### src/hw/pss_cfg.svh
// Constants for the package sleep state sequencer
`ifndef PSS_CFG_SVH
`define PSS_CFG_SVH
`define PSS_STOP_GRANT_MAX_BCLK   20
`define PSS_PLL_SETTLE_US         15
`define PSS_CLK_MHZ               100
`define PSS_PLL_SETTLE_CYC        ((`PSS_PLL_SETTLE_US) * (`PSS_CLK_MHZ))
`define PSS_ACK_DELAY_CYC         2
`define PSS_VID_NORMAL            7'h20
`define PSS_VID_LOWEST_FREQ       7'h30
`define PSS_VID_DEEPER            7'h40
`define PSS_VID_ENH_DEEPER        7'h48
`define PSS_VID_RETENTION         7'h50
`define PSS_L2_WAYS_RESET         4'h8
`endif

### src/hw/pss_pkg.sv
// Types for the package sleep state sequencer
package pss_pkg;
  typedef enum logic [3:0] {
    PSS_NORMAL      = 4'b0000,
    PSS_STOP_GRANT  = 4'b0001,
    PSS_SG_SNOOP    = 4'b0010,
    PSS_SLEEP       = 4'b0011,
    PSS_DEEP_SLEEP  = 4'b0100,
    PSS_PLL_SETTLE  = 4'b0101,
    PSS_DEEPER      = 4'b0110,
    PSS_ENH_DEEPER  = 4'b0111,
    PSS_RETENTION   = 4'b1000
  } pss_state_type;
  typedef enum logic [2:0] {
    PSS_C0 = 3'b000,
    PSS_C1 = 3'b001,
    PSS_C2 = 3'b010,
    PSS_C3 = 3'b011,
    PSS_C4 = 3'b100,
    PSS_C6 = 3'b110
  } pss_cstate_type;
endpackage

### src/hw/pss_evt_if.sv
// Interrupt latch handshake between sequencer and latch unit
`timescale 1ns/1ps
interface pss_evt_if;
  logic       latch_en;
  logic       service;
  logic       pending;
  logic [3:0] serviced;
  modport seq (output latch_en, output service, input pending, input serviced);
  modport lat (input latch_en, input service, output pending, output serviced);
endinterface

### src/hw/pss_event_latch.sv
// Pending interrupt and monitor event latch
`timescale 1ns/1ps
module pss_event_latch
  import pss_pkg::*;
(
  input  wire logic       ref_clk_i,
  input  wire logic       rstn_i,
  input  wire logic [3:0] event_i,
  pss_evt_if.lat          evt
);
  logic [3:0] held;
  logic [3:0] srv;
  genvar g;
  // ------------------------------------------------------------
  // Event latches, one of each kind kept
  // ------------------------------------------------------------
  generate
    for (g = 0; g < 4; g++) begin : g_lat
      always_ff @(posedge ref_clk_i) begin
        if (!rstn_i) begin
          held[g] <= 1'b0;
        end else if (evt.latch_en && event_i[g]) begin
          held[g] <= 1'b1;
        end else if (evt.service) begin
          held[g] <= 1'b0;
        end
      end
      always_ff @(posedge ref_clk_i) begin
        if (!rstn_i) begin
          srv[g] <= 1'b0;
        end else begin
          srv[g] <= evt.service && held[g];
        end
      end
    end
  endgenerate
  assign evt.pending  = |held;
  assign evt.serviced = srv;
endmodule // pss_event_latch

### src/hw/pss_sequencer.sv
// Package low-power state sequencer top
`timescale 1ns/1ps
`include "pss_cfg.svh"
// Functional notes
// - Each core reaches Stop-Grant within 20 clocks after acknowledge response.
// - Cores in C2/C3/C4 keep state; restore previous state on stop-clock release.
// - Reset in Stop-Grant initializes but package stays in Stop-Grant.
// - Stop-Grant services snoops, latches interrupts, one of each serviced later.
// - Pending-break asserted in Stop-Grant whenever any event latched.
// - Snoop or interrupt moves to Stop-Grant Snoop until snoop done or an event is latched.
// - Sleep request in Stop-Grant enters Sleep; internal clocks stopped.
// - Sleep neither snoops nor latches; system holds bus quiet.
// - Reset during Sleep resets directly without Stop-Grant.
// - Deep-sleep request during Sleep enters Deep Sleep; clock may stop.
// - 15 us PLL settling after deep-sleep release before counting as Sleep.
// - Deeper-sleep request in Deep Sleep enters Deeper Sleep; drive deeper code.
// - Enhanced sub-state only with L2 fully shut; lower code driven.
// - Deeper Sleep exits to Deep Sleep only when the deeper-sleep request is released.
// - Last core into C4 shrinks L2 stepwise, then asks chipset redirect.
// - Both cores retained and L2 empty: save state, minimum voltage, no snoop.
// - Break event release ramps voltage, restarts PLL, restores cores to active.
// - Package stays Normal while any core is in C0 or C1.
module pss_sequencer
  import pss_pkg::*;
#(
  parameter int unsigned PLL_SETTLE_CYC = `PSS_PLL_SETTLE_CYC
) (
  input  wire logic       ref_clk_i,
  input  wire logic       rstn_i,
  input  wire logic       stop_clock_request_n_i,
  input  wire logic       sleep_request_n_i,
  input  wire logic       deep_sleep_request_n_i,
  input  wire logic       deeper_sleep_request_n_i,
  input  wire logic       system_mgmt_interrupt_n_i,
  input  wire logic       init_n_i,
  input  wire logic [1:0] local_interrupt_pins_i,
  input  wire logic       bus_interrupt_i,
  input  wire logic       monitor_event_i,
  input  wire logic       bus_snoop_i,
  input  wire logic       snoop_done_i,
  input  wire logic       ack_response_i,
  input  wire logic [2:0] core0_req_i,
  input  wire logic [2:0] core1_req_i,
  input  wire logic       lowest_frequency_point_i,
  output logic            pending_break_event_n_o,
  output logic [6:0]      voltage_id_code_o,
  output logic [1:0]      core_stop_granted_o,
  output logic [5:0]      core_state_o,
  output logic            clocks_running_o,
  output logic            snoop_ack_o,
  output logic            redirect_request_o,
  output logic [3:0]      l2_ways_o,
  output logic            state_saved_o,
  output logic            core_restore_o,
  output logic [3:0]      package_state_o,
  output logic [3:0]      events_serviced_o
);
  pss_evt_if evt ();
  pss_state_type  state;
  pss_state_type  next_state;
  pss_cstate_type core_st [2];
  logic [4:0]  grant_cnt;
  logic        grant_arm;
  logic [13:0] settle_cnt;
  logic        from_retention;
  logic        reset_in_sleep;
  logic [3:0]  raw_events;
  logic        c4_both;
  logic        c6_both;
  logic        wake_req;

  function automatic logic is_active(input logic [2:0] c);
    return (c == PSS_C0) || (c == PSS_C1);
  endfunction

  assign raw_events = {!system_mgmt_interrupt_n_i, !init_n_i,
                       |(~local_interrupt_pins_i) || bus_interrupt_i,
                       monitor_event_i};
  assign c4_both  = (core0_req_i[2]) && (core1_req_i[2]);
  assign c6_both  = (core0_req_i == PSS_C6) && (core1_req_i == PSS_C6);
  assign wake_req = !c4_both || !lowest_frequency_point_i;

  pss_event_latch u_latch (
    .ref_clk_i (ref_clk_i),
    .rstn_i    (rstn_i),
    .event_i   (raw_events),
    .evt       (evt)
  );

  // ------------------------------------------------------------
  // Event latch control
  // ------------------------------------------------------------
  // Latching only in Stop-Grant and its snoop sub-state
  assign evt.latch_en = (state == PSS_STOP_GRANT) || (state == PSS_SG_SNOOP);
  assign evt.service  = (state == PSS_NORMAL);

  // ------------------------------------------------------------
  // Package state machine
  // ------------------------------------------------------------
  always_comb begin
    next_state = state;
    case (state)
      PSS_NORMAL: begin
        if (!stop_clock_request_n_i && !is_active(core0_req_i) && !is_active(core1_req_i)) begin
          next_state = PSS_STOP_GRANT;
        end
      end
      PSS_STOP_GRANT: begin
        if (stop_clock_request_n_i) begin
          next_state = PSS_NORMAL;
        end else if (!sleep_request_n_i) begin
          next_state = PSS_SLEEP;
        end else if (bus_snoop_i || bus_interrupt_i) begin
          next_state = PSS_SG_SNOOP;
        end
      end
      PSS_SG_SNOOP: begin
        if (snoop_done_i || evt.pending) begin
          next_state = PSS_STOP_GRANT;
        end
      end
      PSS_SLEEP: begin
        if (!deep_sleep_request_n_i) begin
          next_state = PSS_DEEP_SLEEP;
        end else if (sleep_request_n_i) begin
          next_state = PSS_STOP_GRANT;
        end
      end
      PSS_DEEP_SLEEP: begin
        if (deep_sleep_request_n_i) begin
          next_state = PSS_PLL_SETTLE;
        end else if (!deeper_sleep_request_n_i) begin
          next_state = (l2_ways_o == 4'h0) ?
                       (c6_both ? PSS_RETENTION : PSS_ENH_DEEPER) : PSS_DEEPER;
        end
      end
      PSS_DEEPER, PSS_ENH_DEEPER, PSS_RETENTION: begin
        if (deeper_sleep_request_n_i) begin
          next_state = PSS_DEEP_SLEEP;
        end
      end
      PSS_PLL_SETTLE: begin
        if (settle_cnt == 14'h0000) begin
          next_state = PSS_SLEEP;
        end
      end
      default: next_state = PSS_NORMAL;
    endcase
  end

  always_ff @(posedge ref_clk_i) begin
    if (!rstn_i) begin
      // Reset re-initialises but a package in Stop-Grant stays there
      if (state == PSS_STOP_GRANT) begin
        state <= PSS_STOP_GRANT;
      end else begin
        state <= PSS_NORMAL;
      end
    end else if (reset_in_sleep) begin
      state <= PSS_NORMAL;
    end else begin
      state <= next_state;
    end
  end

  // Reset from Stop-Grant keeps Stop-Grant; from Sleep goes straight to reset
  always_ff @(posedge ref_clk_i) begin
    if (!rstn_i) begin
      reset_in_sleep <= 1'b0;
    end else begin
      reset_in_sleep <= 1'b0;
    end
  end

  // ------------------------------------------------------------
  // PLL settle counter
  // ------------------------------------------------------------
  always_ff @(posedge ref_clk_i) begin
    if (!rstn_i) begin
      settle_cnt <= 14'h0000;
    end else if (state == PSS_DEEP_SLEEP && deep_sleep_request_n_i) begin
      settle_cnt <= 14'(PLL_SETTLE_CYC - 1);
    end else if (state == PSS_PLL_SETTLE && settle_cnt != 14'h0000) begin
      settle_cnt <= settle_cnt - 14'h0001;
    end
  end

  // ------------------------------------------------------------
  // Stop-Grant entry timing, one counter shared by both cores
  // ------------------------------------------------------------
  always_ff @(posedge ref_clk_i) begin
    if (!rstn_i) begin
      grant_arm <= 1'b0;
      grant_cnt <= 5'h00;
    end else if (stop_clock_request_n_i) begin
      grant_arm <= 1'b0;
      grant_cnt <= 5'h00;
    end else if (ack_response_i) begin
      grant_arm <= 1'b1;
      grant_cnt <= 5'(`PSS_ACK_DELAY_CYC);
    end else if (grant_arm && grant_cnt != 5'h00) begin
      grant_cnt <= grant_cnt - 5'h01;
    end
  end
  assign core_stop_granted_o = {2{grant_arm && grant_cnt == 5'h00}};

  // ------------------------------------------------------------
  // Core states
  // ------------------------------------------------------------
  genvar g;
  generate
    for (g = 0; g < 2; g++) begin : g_core
      always_ff @(posedge ref_clk_i) begin
        if (!rstn_i) begin
          core_st[g] <= PSS_C0;
        end else if (core_restore_o) begin
          core_st[g] <= PSS_C0;
        end else if (stop_clock_request_n_i || !grant_arm) begin
          // Low-power cores keep their state through stop-clock and return to it
          core_st[g] <= pss_cstate_type'((g == 0) ? core0_req_i : core1_req_i);
        end
      end
    end
  endgenerate
  assign core_state_o = {core_st[1], core_st[0]};

  // ------------------------------------------------------------
  // L2 shrink, redirect, retention
  // ------------------------------------------------------------
  always_ff @(posedge ref_clk_i) begin
    if (!rstn_i) begin
      l2_ways_o <= `PSS_L2_WAYS_RESET;
    end else if (state == PSS_NORMAL && !c4_both) begin
      l2_ways_o <= `PSS_L2_WAYS_RESET;
    end else if (c4_both && l2_ways_o != 4'h0 && state != PSS_NORMAL) begin
      l2_ways_o <= l2_ways_o - 4'h1;
    end
  end

  always_ff @(posedge ref_clk_i) begin
    if (!rstn_i) begin
      redirect_request_o <= 1'b0;
      state_saved_o      <= 1'b0;
      from_retention     <= 1'b0;
      core_restore_o     <= 1'b0;
    end else begin
      redirect_request_o <= (l2_ways_o == 4'h0) && c4_both;
      if (state == PSS_RETENTION) begin
        state_saved_o  <= 1'b1;
        from_retention <= 1'b1;
      end
      core_restore_o <= 1'b0;
      if (from_retention && state == PSS_SLEEP && sleep_request_n_i) begin
        core_restore_o <= 1'b1;
        from_retention <= 1'b0;
        state_saved_o  <= 1'b0;
      end
    end
  end

  // ------------------------------------------------------------
  // Outputs
  // ------------------------------------------------------------
  always_ff @(posedge ref_clk_i) begin
    if (!rstn_i) begin
      voltage_id_code_o <= `PSS_VID_NORMAL;
    end else begin
      case (next_state)
        PSS_DEEPER:     voltage_id_code_o <= `PSS_VID_DEEPER;
        PSS_ENH_DEEPER: voltage_id_code_o <= `PSS_VID_ENH_DEEPER;
        PSS_RETENTION:  voltage_id_code_o <= `PSS_VID_RETENTION;
        PSS_PLL_SETTLE: voltage_id_code_o <= `PSS_VID_LOWEST_FREQ;
        default:        voltage_id_code_o <= `PSS_VID_NORMAL;
      endcase
    end
  end

  always_ff @(posedge ref_clk_i) begin
    if (!rstn_i) begin
      pending_break_event_n_o <= 1'b1;
      snoop_ack_o             <= 1'b0;
      clocks_running_o        <= 1'b1;
      if (state == PSS_STOP_GRANT) begin
        package_state_o       <= PSS_STOP_GRANT;
      end else begin
        package_state_o       <= 4'h0;
      end
      events_serviced_o       <= 4'h0;
    end else begin
      pending_break_event_n_o <= !(evt.pending && !stop_clock_request_n_i
                                   && evt.latch_en);
      snoop_ack_o             <= (state == PSS_SG_SNOOP) && bus_snoop_i;
      clocks_running_o        <= (next_state == PSS_NORMAL) || (next_state == PSS_STOP_GRANT)
                                 || (next_state == PSS_SG_SNOOP);
      package_state_o         <= next_state;
      events_serviced_o       <= evt.serviced;
    end
  end
endmodule // pss_sequencer

### config.mk
export PLATFORM = sky130hd
export DESIGN_NAME = pss_sequencer
export DESIGN_NICKNAME = d
export VERILOG_FILES = /design/src/hw/pss_pkg.sv /design/src/hw/pss_evt_if.sv /design/src/hw/pss_event_latch.sv /design/src/hw/pss_sequencer.sv
export VERILOG_INCLUDE_DIRS = /design/src /design/src/hw
export SDC_FILE = /design/constraint.sdc
export NUM_CORES = 1
export LEC_CHECK = 0
export ABC_AREA = 1
export BUFFER_PORTS_ARGS = -buffer_cell sky130_fd_sc_hd__buf_4
export CAP_MARGIN = 20
export CELL_PAD_IN_SITES_DETAIL_PLACEMENT = 0
export CELL_PAD_IN_SITES_GLOBAL_PLACEMENT = 2
export CORE_MARGIN = 5
export CORE_UTILIZATION = 23
export CTS_CLUSTER_SIZE = 40
export DETAILED_ROUTE_END_ITERATION = 10
export PLACE_DENSITY_LB_ADDON = 0.1
export SLEW_MARGIN = 20
export SYNTH_ARGS = -nofsm -noshare
export SYNTH_HDL_FRONTEND = slang
export SYNTH_SLANG_ARGS = --single-unit
### constraint.sdc
create_clock -name ref_clk_i -period 4.5 [get_ports ref_clk_i]
set_input_delay 0.45 -clock ref_clk_i [delete_from_list [all_inputs] [get_ports ref_clk_i]]
set_output_delay 0.45 -clock ref_clk_i [all_outputs]
set_load 0.02 [all_outputs]
---- Word-level counts from Yosys, hierarchy flattened ----
Memories as Yosys holds them, arrays and structs flattened.
Index checks and enable logic that the tools add are counted.
word-level totals
  bits in registers ....................... 53
  bits in latches ......................... 0
  bits in writable memories ............... 6
  bits in read-only memories .............. 0
  output and inout bits ................... 33
  word-level logic and storage cells ...... 157
  memories ................................ 1
operators by class
  add/subtract/negate cells ............... 3
  multiply operators ...................... 0
  divide/modulo/power cells ............... 0
  $lt $le $gt $ge ......................... 0
  eq/ne operators ......................... 18
  shift-type cells ........................ 0
  multiplexer cells ....................... 39
  bitwise logic cells ..................... 6
  reduce and logical (&&, ||, !) cells .... 67
memory list
  name     depth  width  rd ports  clocked after Yosys merged registers in  wr ports  line                 RTL
  core_st  2      3      2         0                                        2         pss_sequencer.sv:61  pss_cstate_type core_st [2];
operators by type and width
  cell                     count
  $mux W4                  14
  $eq A4 B3 Y1 const B     7
  $pmux W4 S7              1
  $pmux W7 S4              1
  $logic_and A1 B1 Y1      25
  $mux W11                 2
  $mux W1                  15
  $logic_not A14 Y1        1
  $reduce_bool A14 Y1      1
  $sub A14 B1 Y14 const B  1
  $eq A4 B2 Y1 const B     3
  $logic_not A4 Y1         3
  $mux W3                  4
  $reduce_bool A2 Y1       6
  $reduce_or A2 Y1         5
  $logic_or A1 B1 Y1       9
  $eq A4 B1 Y1 const B     2
  $eq A4 B4 Y1 const B     2
  $logic_not A1 Y1         8
  $reduce_bool A4 Y1       2
  $eq A3 B1 Y1 const B     2
  $eq A3 B3 Y1 const B     2
  $logic_not A3 Y1         2
  $reduce_or A3 Y1         2
  9 further kinds          13

---- Longest topological paths before layout ----
Gate-level depths: netlist (run 1).
  word-level depth ........................ 10
  gate-level depth with buffers ........... 12
  mapped depth without buffers ............ 12

---- By module ----
A second synthesis (run 1) with hierarchy kept.
unflattened totals
  cell total of the unflattened synthesis .. 389
  area, all modules ....................... 2854.0 um^2
by module, submodules not included
  module           times used  cells an instance  area an instance (um^2)
  pss_sequencer    1           356                2582.5
  pss_event_latch  1           33                 271.5

---- Worst setup path after synthesis (run 1) ----
Ideal clock, no wire load.
  path type ............................... reg-to-output
  start point ............................. register grant_cnt[0]
  end point ............................... output port core_stop_granted_o[1]
  arrival time ............................ 1.160 ns
  data required time ...................... 4.050 ns
  path slack .............................. 2.890 ns
  stages on the path, launching flop included .. 6
  path buffers ............................ 1
  cell sequence ........................... dfxtp_1 > inv_1 > ha_1 > nand4_1 > nor2_1 > buf_4
on the way
  longest elaborated chain between the ends .. 2
ends and longest elaborated chain
  what                      line                  RTL
  start: declaration        pss_sequencer.sv:62   logic [4:0] grant_cnt;
  start signal: assignment  pss_sequencer.sv:200  grant_cnt <= 5'(`PSS_ACK_DELAY_CYC);
  start signal: assignment  pss_sequencer.sv:202  grant_cnt <= grant_cnt - 5'h01;
  $logic_not A5 Y1          pss_sequencer.sv:205  assign core_stop_granted_o = {2{grant_arm && grant_cnt == 5'h00}};
  $logic_and A1 B1 Y1       pss_sequencer.sv:205
  end: declaration          pss_sequencer.sv:47   output logic [1:0] core_stop_granted_o,
No other way between the ends.

---- Final worst setup path (run 1) ----
  start point ............................. register settle_cnt[0]
  end point ............................... register voltage_id_code_o[6]
on the way
  longest elaborated chain between the ends .. 5
  elaborated cells on any way between the ends .. 8
  classes of those cells .................. eq/ne: 4; mux: 3; reduce/logical: 1
ends and longest elaborated chain
  what                                                 line                  RTL
  start: declaration                                   pss_sequencer.sv:64   logic [13:0] settle_cnt;
  start signal: assignment                             pss_sequencer.sv:182  settle_cnt <= 14'(PLL_SETTLE_CYC - 1);
  start signal: assignment                             pss_sequencer.sv:184  settle_cnt <= settle_cnt - 14'h0001;
  $logic_not A14 Y1 (*)                                pss_sequencer.sv:143  if (settle_cnt == 14'h0000) begin
  $mux W4 (*)                                          pss_sequencer.sv:143
  $pmux W4 S7 (*)                                      pss_sequencer.sv:102  case (state)
  $eq A4 B3 Y1 / $eq A4 B4 Y1 (equally long branches)  pss_sequencer.sv:268  case (next_state)
  $pmux W7 S4 (*)                                      pss_sequencer.sv:268
  end signal: assignment                               pss_sequencer.sv:269  PSS_DEEPER: voltage_id_code_o <= `PSS_VID_DEEPER;
  end signal: assignment                               pss_sequencer.sv:270  PSS_ENH_DEEPER: voltage_id_code_o <= `PSS_VID_ENH_DEEPER;
  end signal: assignment                               pss_sequencer.sv:271  PSS_RETENTION: voltage_id_code_o <= `PSS_VID_RETENTION;
  end: declaration                                     pss_sequencer.sv:46   output logic [6:0] voltage_id_code_o,
Every way passes the cells marked *; elsewhere a longest branch is shown, timed or not.
A chain may end at the register's enable or synchronous reset.

==> flow_summary.ini, run 1 <==
[layout]
antenna_cells = 0
syn2layout_area_growth_pct = 22.9
layout_commonest_cell = nand2_1
finalInstanceArea_sq_um = 3450
stdcell_count = 599
nNetsFinal = 477
layout-drive-gt1-share_pct = 17.0
final_cell_mix = nand2_1, nor2_1, inv_1, dfxtp_1, buf_4

[worst_setup_path]
critPathRequiredTime_ns = 4.67
cp_max_fo = 13
end_kind = register
startpoint_type = register
critical_path_class = register to register
cp_data_arrival_time_ns = 2.23

[sta]
setup_tns_ns = 0
hold_viol_final = 0
setup-violations-final = 0
fin_ws_ns = 2.44
tightest_slew_ns = 0.634
finalCritPeriodShare_pct = 45.8
finClkSkew_ns = 0.00939
finalCriticalPeriod_ns = 2.06
rsz0062_at_grt = false
slew_viol_final = 0
relSlewSlack_pct = 57.5
max_freq_ghz = 0.485

[floorplanning]
core_sq_um = 12000
fp.dieW_microns = 121
rows = 40
ios = 55
die_y_microns = 121
start_util_pct = 23.4
die_area_sq_um = 14500

[yosys]
synth_top_flop_cell = dfxtp_1
synth_edf_count = 6
synth_warnings = 0
synth_area_sq_um = 2810
syn-instance-count = 403
ys_ff_latch = 56
yosysSeqAreaShare_pct = 42.0
postSynth.asyncResetShare_pct = 0
syn-mean-instance-area_sq_um = 6.97
synth.area.top_cells = dfxtp_1, nand2_1, nor2_1
ys_types = 35
yosysTopAreaCellShare_pct = 35.6
yosysTopAreaCell = dfxtp_1

[clocking]
cts_sinks = 56
root_buffer = clkbuf_16
htree_num_levels = 2
post_cts_resized = 0
clock_latency_ns = 0.30
cts_tree = built
cts_buffers = 5
cts.hold.buffers_added = 0
post_cts_buffers = 0
clkTransAtPathRegs_ns = 0.08
clk_path_buf_depth = 2

[detailed_routing]
wl_met1_microns = 3760
wl_met2_microns = 3530
ant_nets = 0
wirelength_microns = 7820
drc_errors = 0
viasPerCell = 4.21
met3WireLength_microns = 421
vias = 2521
dr.pass1.iters = 4
routedWlPerCell_microns = 13.0
drt_first_iter_violations = 86
top_layer = met4

[grt]
antenna_found_initial = 0
grt_max_degree = 24
grt_pass1_vias = 2582
grt_first_pass_wirelength_microns = 13000
grt_overflow = 0
grt_usage_pct = 11.3

[placed_design]
pre_cts_ws_ns = 2.42
place_area_sq_um = 3310
numPortBuffers = 50
post-dp-hpwl_microns = 6070
placedCellCount = 591
gp_congestion = 0.761

[flow_run]
maxCapViolations = 0

[power]
peakVddDrop_mv = 0.144
p_per_area_nw_per_um2 = 322
p_leak_nw = 1.69

[worst_hold_path]
hp-class = input pin to register

[run_status]
outcome = finished clean
==> through the flow <==
stage | util, % | hold WS, ns | power [W]
global placement | 27.5 | 0.403 | 0.000723
detailed placement | 27.5 | 0.407 | 0.000721
floorplan | - | 0.390 | 0.000653
global route | 28.8 | 0.335 | 0.00118
CTS | 28.8 | 0.333 | 0.00114
finish | 28.8 | 0.345 | 0.00111
==> flip-flops by register name (all words and copies together) (netlist names), 4 cells and up <==
| signal | cells |
|---|---|
| l2_ways_o | 4 |
| package_state_o | 4 |
| grant_cnt | 5 |
| u_latch.evt.serviced | 4 |
| events_serviced_o | 4 |
| voltage_id_code_o | 4 |
| u_latch.held | 4 |
| settle_cnt | 14 |
| core_st | 6 |
==> routing by layer <==
metal,GRT usage (%),vias to the layer above
met5,0,-
met4,3.61,0
met3,3.74,7
met2,18.6,44
met1,14.0,1122
li1,-,1348
==> cell usage after synthesis (3+ instances only) <==
cell type  instances
ha_1               4
xor2_1             6
nand2_2            4
nand4_1            3
dfxtp_1           50
buf_4              5
nor2_4             5
nand3_1           22
o21ai_1            6
edfxtp_1           6
nor2_1            67
o21ai_0           17
inv_1             57
a21oi_1           17
inv_2              5
nand2_1           89
nor3_1            14
nor3b_1            4
==> report_power, final <==
group | switching (W) | leakage, nW | internal [W] | total [W]
sequential | 0.0000157 | 0.469 | 0.000523 | 0.000539
clock | 0.000199 | 0.0742 | 0.000209 | 0.000408
combinational | 0.000108 | 1.15 | 0.0000582 | 0.000166
==> cell type report <==
cell class	instances	area [sq um]
clock buffer	5	125
multi-input combinational	275	1330
clock inverter	3	22.5
timing repair buffer	50	375
tap	147	184
fill	1388	8560
inverter	63	239
sequential	56	1180
==> cells by family (layout without fill, tap and decap cells) <==
logic type	count (synthesis)	after routing	share of synthesized area [%]
AO/OA/AOI/OAI	46	46	8.68
XOR/XNOR	8	8	2.49
adder cells (fa/ha/maj)	4	4	1.78
buffers and inverters	74	121	11.0
flip-flops	56	56	42.0
other	1	3	0.133
AND/OR/NAND/NOR	214	214	33.9
==> worst max-delay path, cell delays in order, from the launching register on <==
cell and delay, ns:
dfxtp_1 0.34, inv_1 0.10, ha_1 0.23, nand2_2 0.11
nor2_4 0.18, nand2_2 0.07, nand2_2 0.23, inv_2 0.21
nor2_1 0.17, nand2_1 0.10, nand2_1 0.12, a21oi_1 0.07
==> path summary, 6_finish.rpt <==
kind,cells past startpoint,from,slack (ns),to
worst max-delay path,11,settle_cnt[0]$_SDFFE_PN0P_,2.44,voltage_id_code_o[6]$_SDFF_PN0_
worst min-delay path,2,ack_response_i,0.35,grant_arm$_SDFFE_PP0P_
worst max register to register,11,settle_cnt[0]$_SDFFE_PN0P_,2.44,voltage_id_code_o[6]$_SDFF_PN0_
worst min register to register,2,u_latch.evt.serviced[2]$_SDFF_PN0_,0.42,events_serviced_o[2]$_SDFF_PN0_
No activity file was read; power rests on OpenSTA's default activity.
==> run 2: changes to the inputs <==
- ABC_AREA: 1 -> 0
- clock period: 4.5 -> 1.8 ns (I/O delays scaled with it)
==> run 2 against run 1 <==
The run now ends with setup timing left. First-iteration DRC count is 27% lower. Synthesized area is 4.5% lower. Maximum frequency is 3.3% higher. Clock skew is 0.0038 ns lower. Clock power grew to 2.5 times the previous value. Total power grew to 2.7 times the previous value. Die area is 4.1% lower. Routed wire length is 4.7% lower. Final cell count is 10% lower. Sequential power is 150% higher. Hold slack worse by 0.23 ns. Design area is 13% higher. Largest cell class unchanged. Largest power group unchanged. Highest routed layer unchanged.
==> flow_summary.ini, run 2 <==
[worst_setup_path]
startpoint = l2_ways_o[0]$_SDFFE_PP0P_
slowest_delay_ns = 0.50
worst-path-stages = 8
reg2reg_to = voltage_id_code_o[5]$_SDFF_PN1_
end_kind = register
cp_num_buf_inv = 2
cp_max_fo = 5
cp_data_arrival_time_ns = 2.16
worstReg2RegStart = l2_ways_o[0]$_SDFFE_PP0P_
rrSetupSlack_ns = -0.20
crit_end = voltage_id_code_o[5]$_SDFF_PN1_
worstPathCellList = inv_4, ha_4, nor3b_4, nand3_2, or4b_4, a2111oi_4, buf_4, o21ai_1
critical_path_class = register to register
cp_top_family = simple AND/OR/NAND/NOR gates
crit_slowest_cell = or4b_4
critPathRequiredTime_ns = 1.97
startpoint_type = register
ff2ff_path_depth = 8

[floorplanning]
die_y_microns = 118
fp.dieW_microns = 118
core_sq_um = 11400
start_util_pct = 23.5
rows = 39
die_area_sq_um = 13900
ios = 55

[clocking]
cts.hold.buffers_added = 0
cts_buffers = 5
clkTransAtPathRegs_ns = 0.07
cts_tree = built
htree_num_levels = 2
clk_path_buf_depth = 2
clock_latency_ns = 0.29
cts_sinks = 56
root_buffer = clkbuf_16

[yosys]
syn-mean-instance-area_sq_um = 9.35
synthXorXnorAreaFrac_pct = 5.22
synth_edf_count = 6
synth_area_sq_um = 2680
ys_top_cells_by_count = dfxtp_1, nor2_1, and2_1
synth_adder_area_share_pct = 1.86
ys_types = 58
postSynth.asyncResetShare_pct = 0
synth.area.top_cells = dfxtp_1, edfxtp_1, xor2_1
synth_most_common_cell = dfxtp_1
synth_top_flop_cell = dfxtp_1
yosysSeqAreaShare_pct = 44.0
synth_top_family_by_area = simple AND/OR/NAND/NOR gates
synthSimpleGateAreaFrac_pct = 29.4
ys_ff_latch = 56
yosysTopAreaCellShare_pct = 37.3
yosysTopAreaCell = dfxtp_1
synth_compound_area_share_pct = 14.7
syn-instance-count = 287
synth_warnings = 0
synth.area.mux_share_pct = 0

[layout]
layout.area.seq_sq_um = 1190
finish.utilization_pct = 34.3
nNetsFinal = 419
multi_input_area_sq_um = 1490
antenna_cells = 0
nFillCells = 1203
largest_reg_flops = 14
reg_top3 = settle_cnt x14, core_st x6, grant_cnt x5
layout-drive-gt1-share_pct = 39.3
layout_commonest_cell = buf_4
final_cell_mix = buf_4, dfxtp_1, nor2_1, and2_1, xor2_1
top_register = settle_cnt
syn2layout_area_growth_pct = 45.8

[worst_hold_path]
hp-class = input pin to register

[sta]
setup-violations-final = 7
relSlewSlack_pct = 62.5
rsz0062_at_grt = true
finClkSkew_ns = 0.00564
slew_viol_final = 0
fin_ws_ns = -0.195
tightest_slew_ns = 0.559
finalCritPeriodShare_pct = 111
finalCriticalPeriod_ns = 2.00
hold_viol_final = 0
max_freq_ghz = 0.501

[run_status]
violations = setup timing
outcome = finished with violations

[detailed_routing]
routedWlPerCell_microns = 13.9
vias = 2407
dr.pass1.iters = 4
drc_errors = 0
drt_first_iter_violations = 63
wirelength_microns = 7450
viasPerCell = 4.48
ant_nets = 0

[power]
p_per_area_nw_per_um2 = 760
p_leak_nw = 1.65
peakVddDrop_mv = 0.366

[grt]
antenna_found_initial = 0
grt_pass1_vias = 2429
grt_usage_pct = 10.7
grt_overflow = 0
grt_max_degree = 38
grt_first_pass_wirelength_microns = 12300

[placed_design]
numPortBuffers = 50
post-dp-hpwl_microns = 5670
pre_cts_ws_ns = -0.371
gp_congestion = 0.748

[flow_run]
maxCapViolations = 0
run 2: cell types whose count changed after synthesis, moves of 7 or more:
cell / delta
nand3_1: -14
xor2_1: +7
a21boi_0: +9
nand2b_1: +7
and2_1: +15
inv_1: -46
nand2_1: -76
nor3_1: -10
nor2_1: -39
run 2: worst min path at each step:
stage                     cells past startpoint                      endpoint  slack, ns             from
after floorplan                               2        grant_arm$_SDFFE_PP0P_       0.30   ack_response_i
after CTS                                     3  u_latch.held[0]$_SDFFE_PN0P_        0.1  monitor_event_i
after global placement                        3  u_latch.held[0]$_SDFFE_PN0P_       0.41  monitor_event_i
after detailed placement                      3  u_latch.held[0]$_SDFFE_PN0P_       0.41  monitor_event_i
final                                         3  u_latch.held[0]$_SDFFE_PN0P_       0.11  monitor_event_i
after global routing                          3  u_latch.held[0]$_SDFFE_PN0P_       0.13  monitor_event_i
run 2: timing repair:
action	4_1_cts	5_1_grt
gates resized for setup	7	14
setup endpoints to repair	12	16
pin swaps	1	3
buffers inserted	2	2
endpoints found under the hold margin	0	0
run 2: area by class of cell:
cell class / count / area share, %
clock inverters: 1 / 0.192
flip-flops and latches: 56 / 30.4
clock buffers: 7 / 3.65
multi-input cells: 206 / 38.2
well taps: 143 / 4.57
inverters: 11 / 1.12
repair buffers: 113 / 21.9
run 2: per-layer routing:
layer	vias to the layer above	track usage, %	part of all wire [%]
met2	41	17.5	46
li1	1226	-	-
met4	0	2.80	1.1
met1	1134	14.4	49
met5	-	0	0
met3	6	2.26	3.6
run 2: cell families (layout without fill, tap and decap cells):
logic type	Yosys count	in the layout
XOR/XNOR	16	16
adder cells (fa/ha/maj)	4	4
flip-flops	56	56
other	1	3
AND/OR/NAND/NOR	128	128
AO/OA/AOI/OAI	55	55
buffers and inverters	27	132
run 2: tightest hold or removal path, cell delays in order:
cell,delay [ns]
buf_4,0.08
a21oi_1,0.05
nor2_1,0.07
run 2: metrics by stage:
stage | cell area, sq um | power [W] | TNS [ns] | std cells | hold slack, ns
final | 3910 | 0.00297 | -0.947 | 537 | 0.113
after detailed placement | 3640 | 0.00196 | -1.86 | 525 | 0.411
after global placement | 3640 | 0.00196 | -1.85 | 525 | 0.407
after global routing | 3910 | 0.00313 | -1.74 | 537 | 0.128
after floorplan | 2730 | 0.00168 | -0.932 | 289 | 0.296
after CTS | 3830 | 0.00302 | -1.06 | 535 | 0.0989
run 2: power by group:
part / internal, W / switching, W / leakage [nW] / total [W]
logic: 0.000307 / 0.000306 / 1.10 / 0.000613
registers: 0.00131 / 0.0000319 / 0.477 / 0.00134
clock network: 0.000556 / 0.000459 / 0.0701 / 0.00102
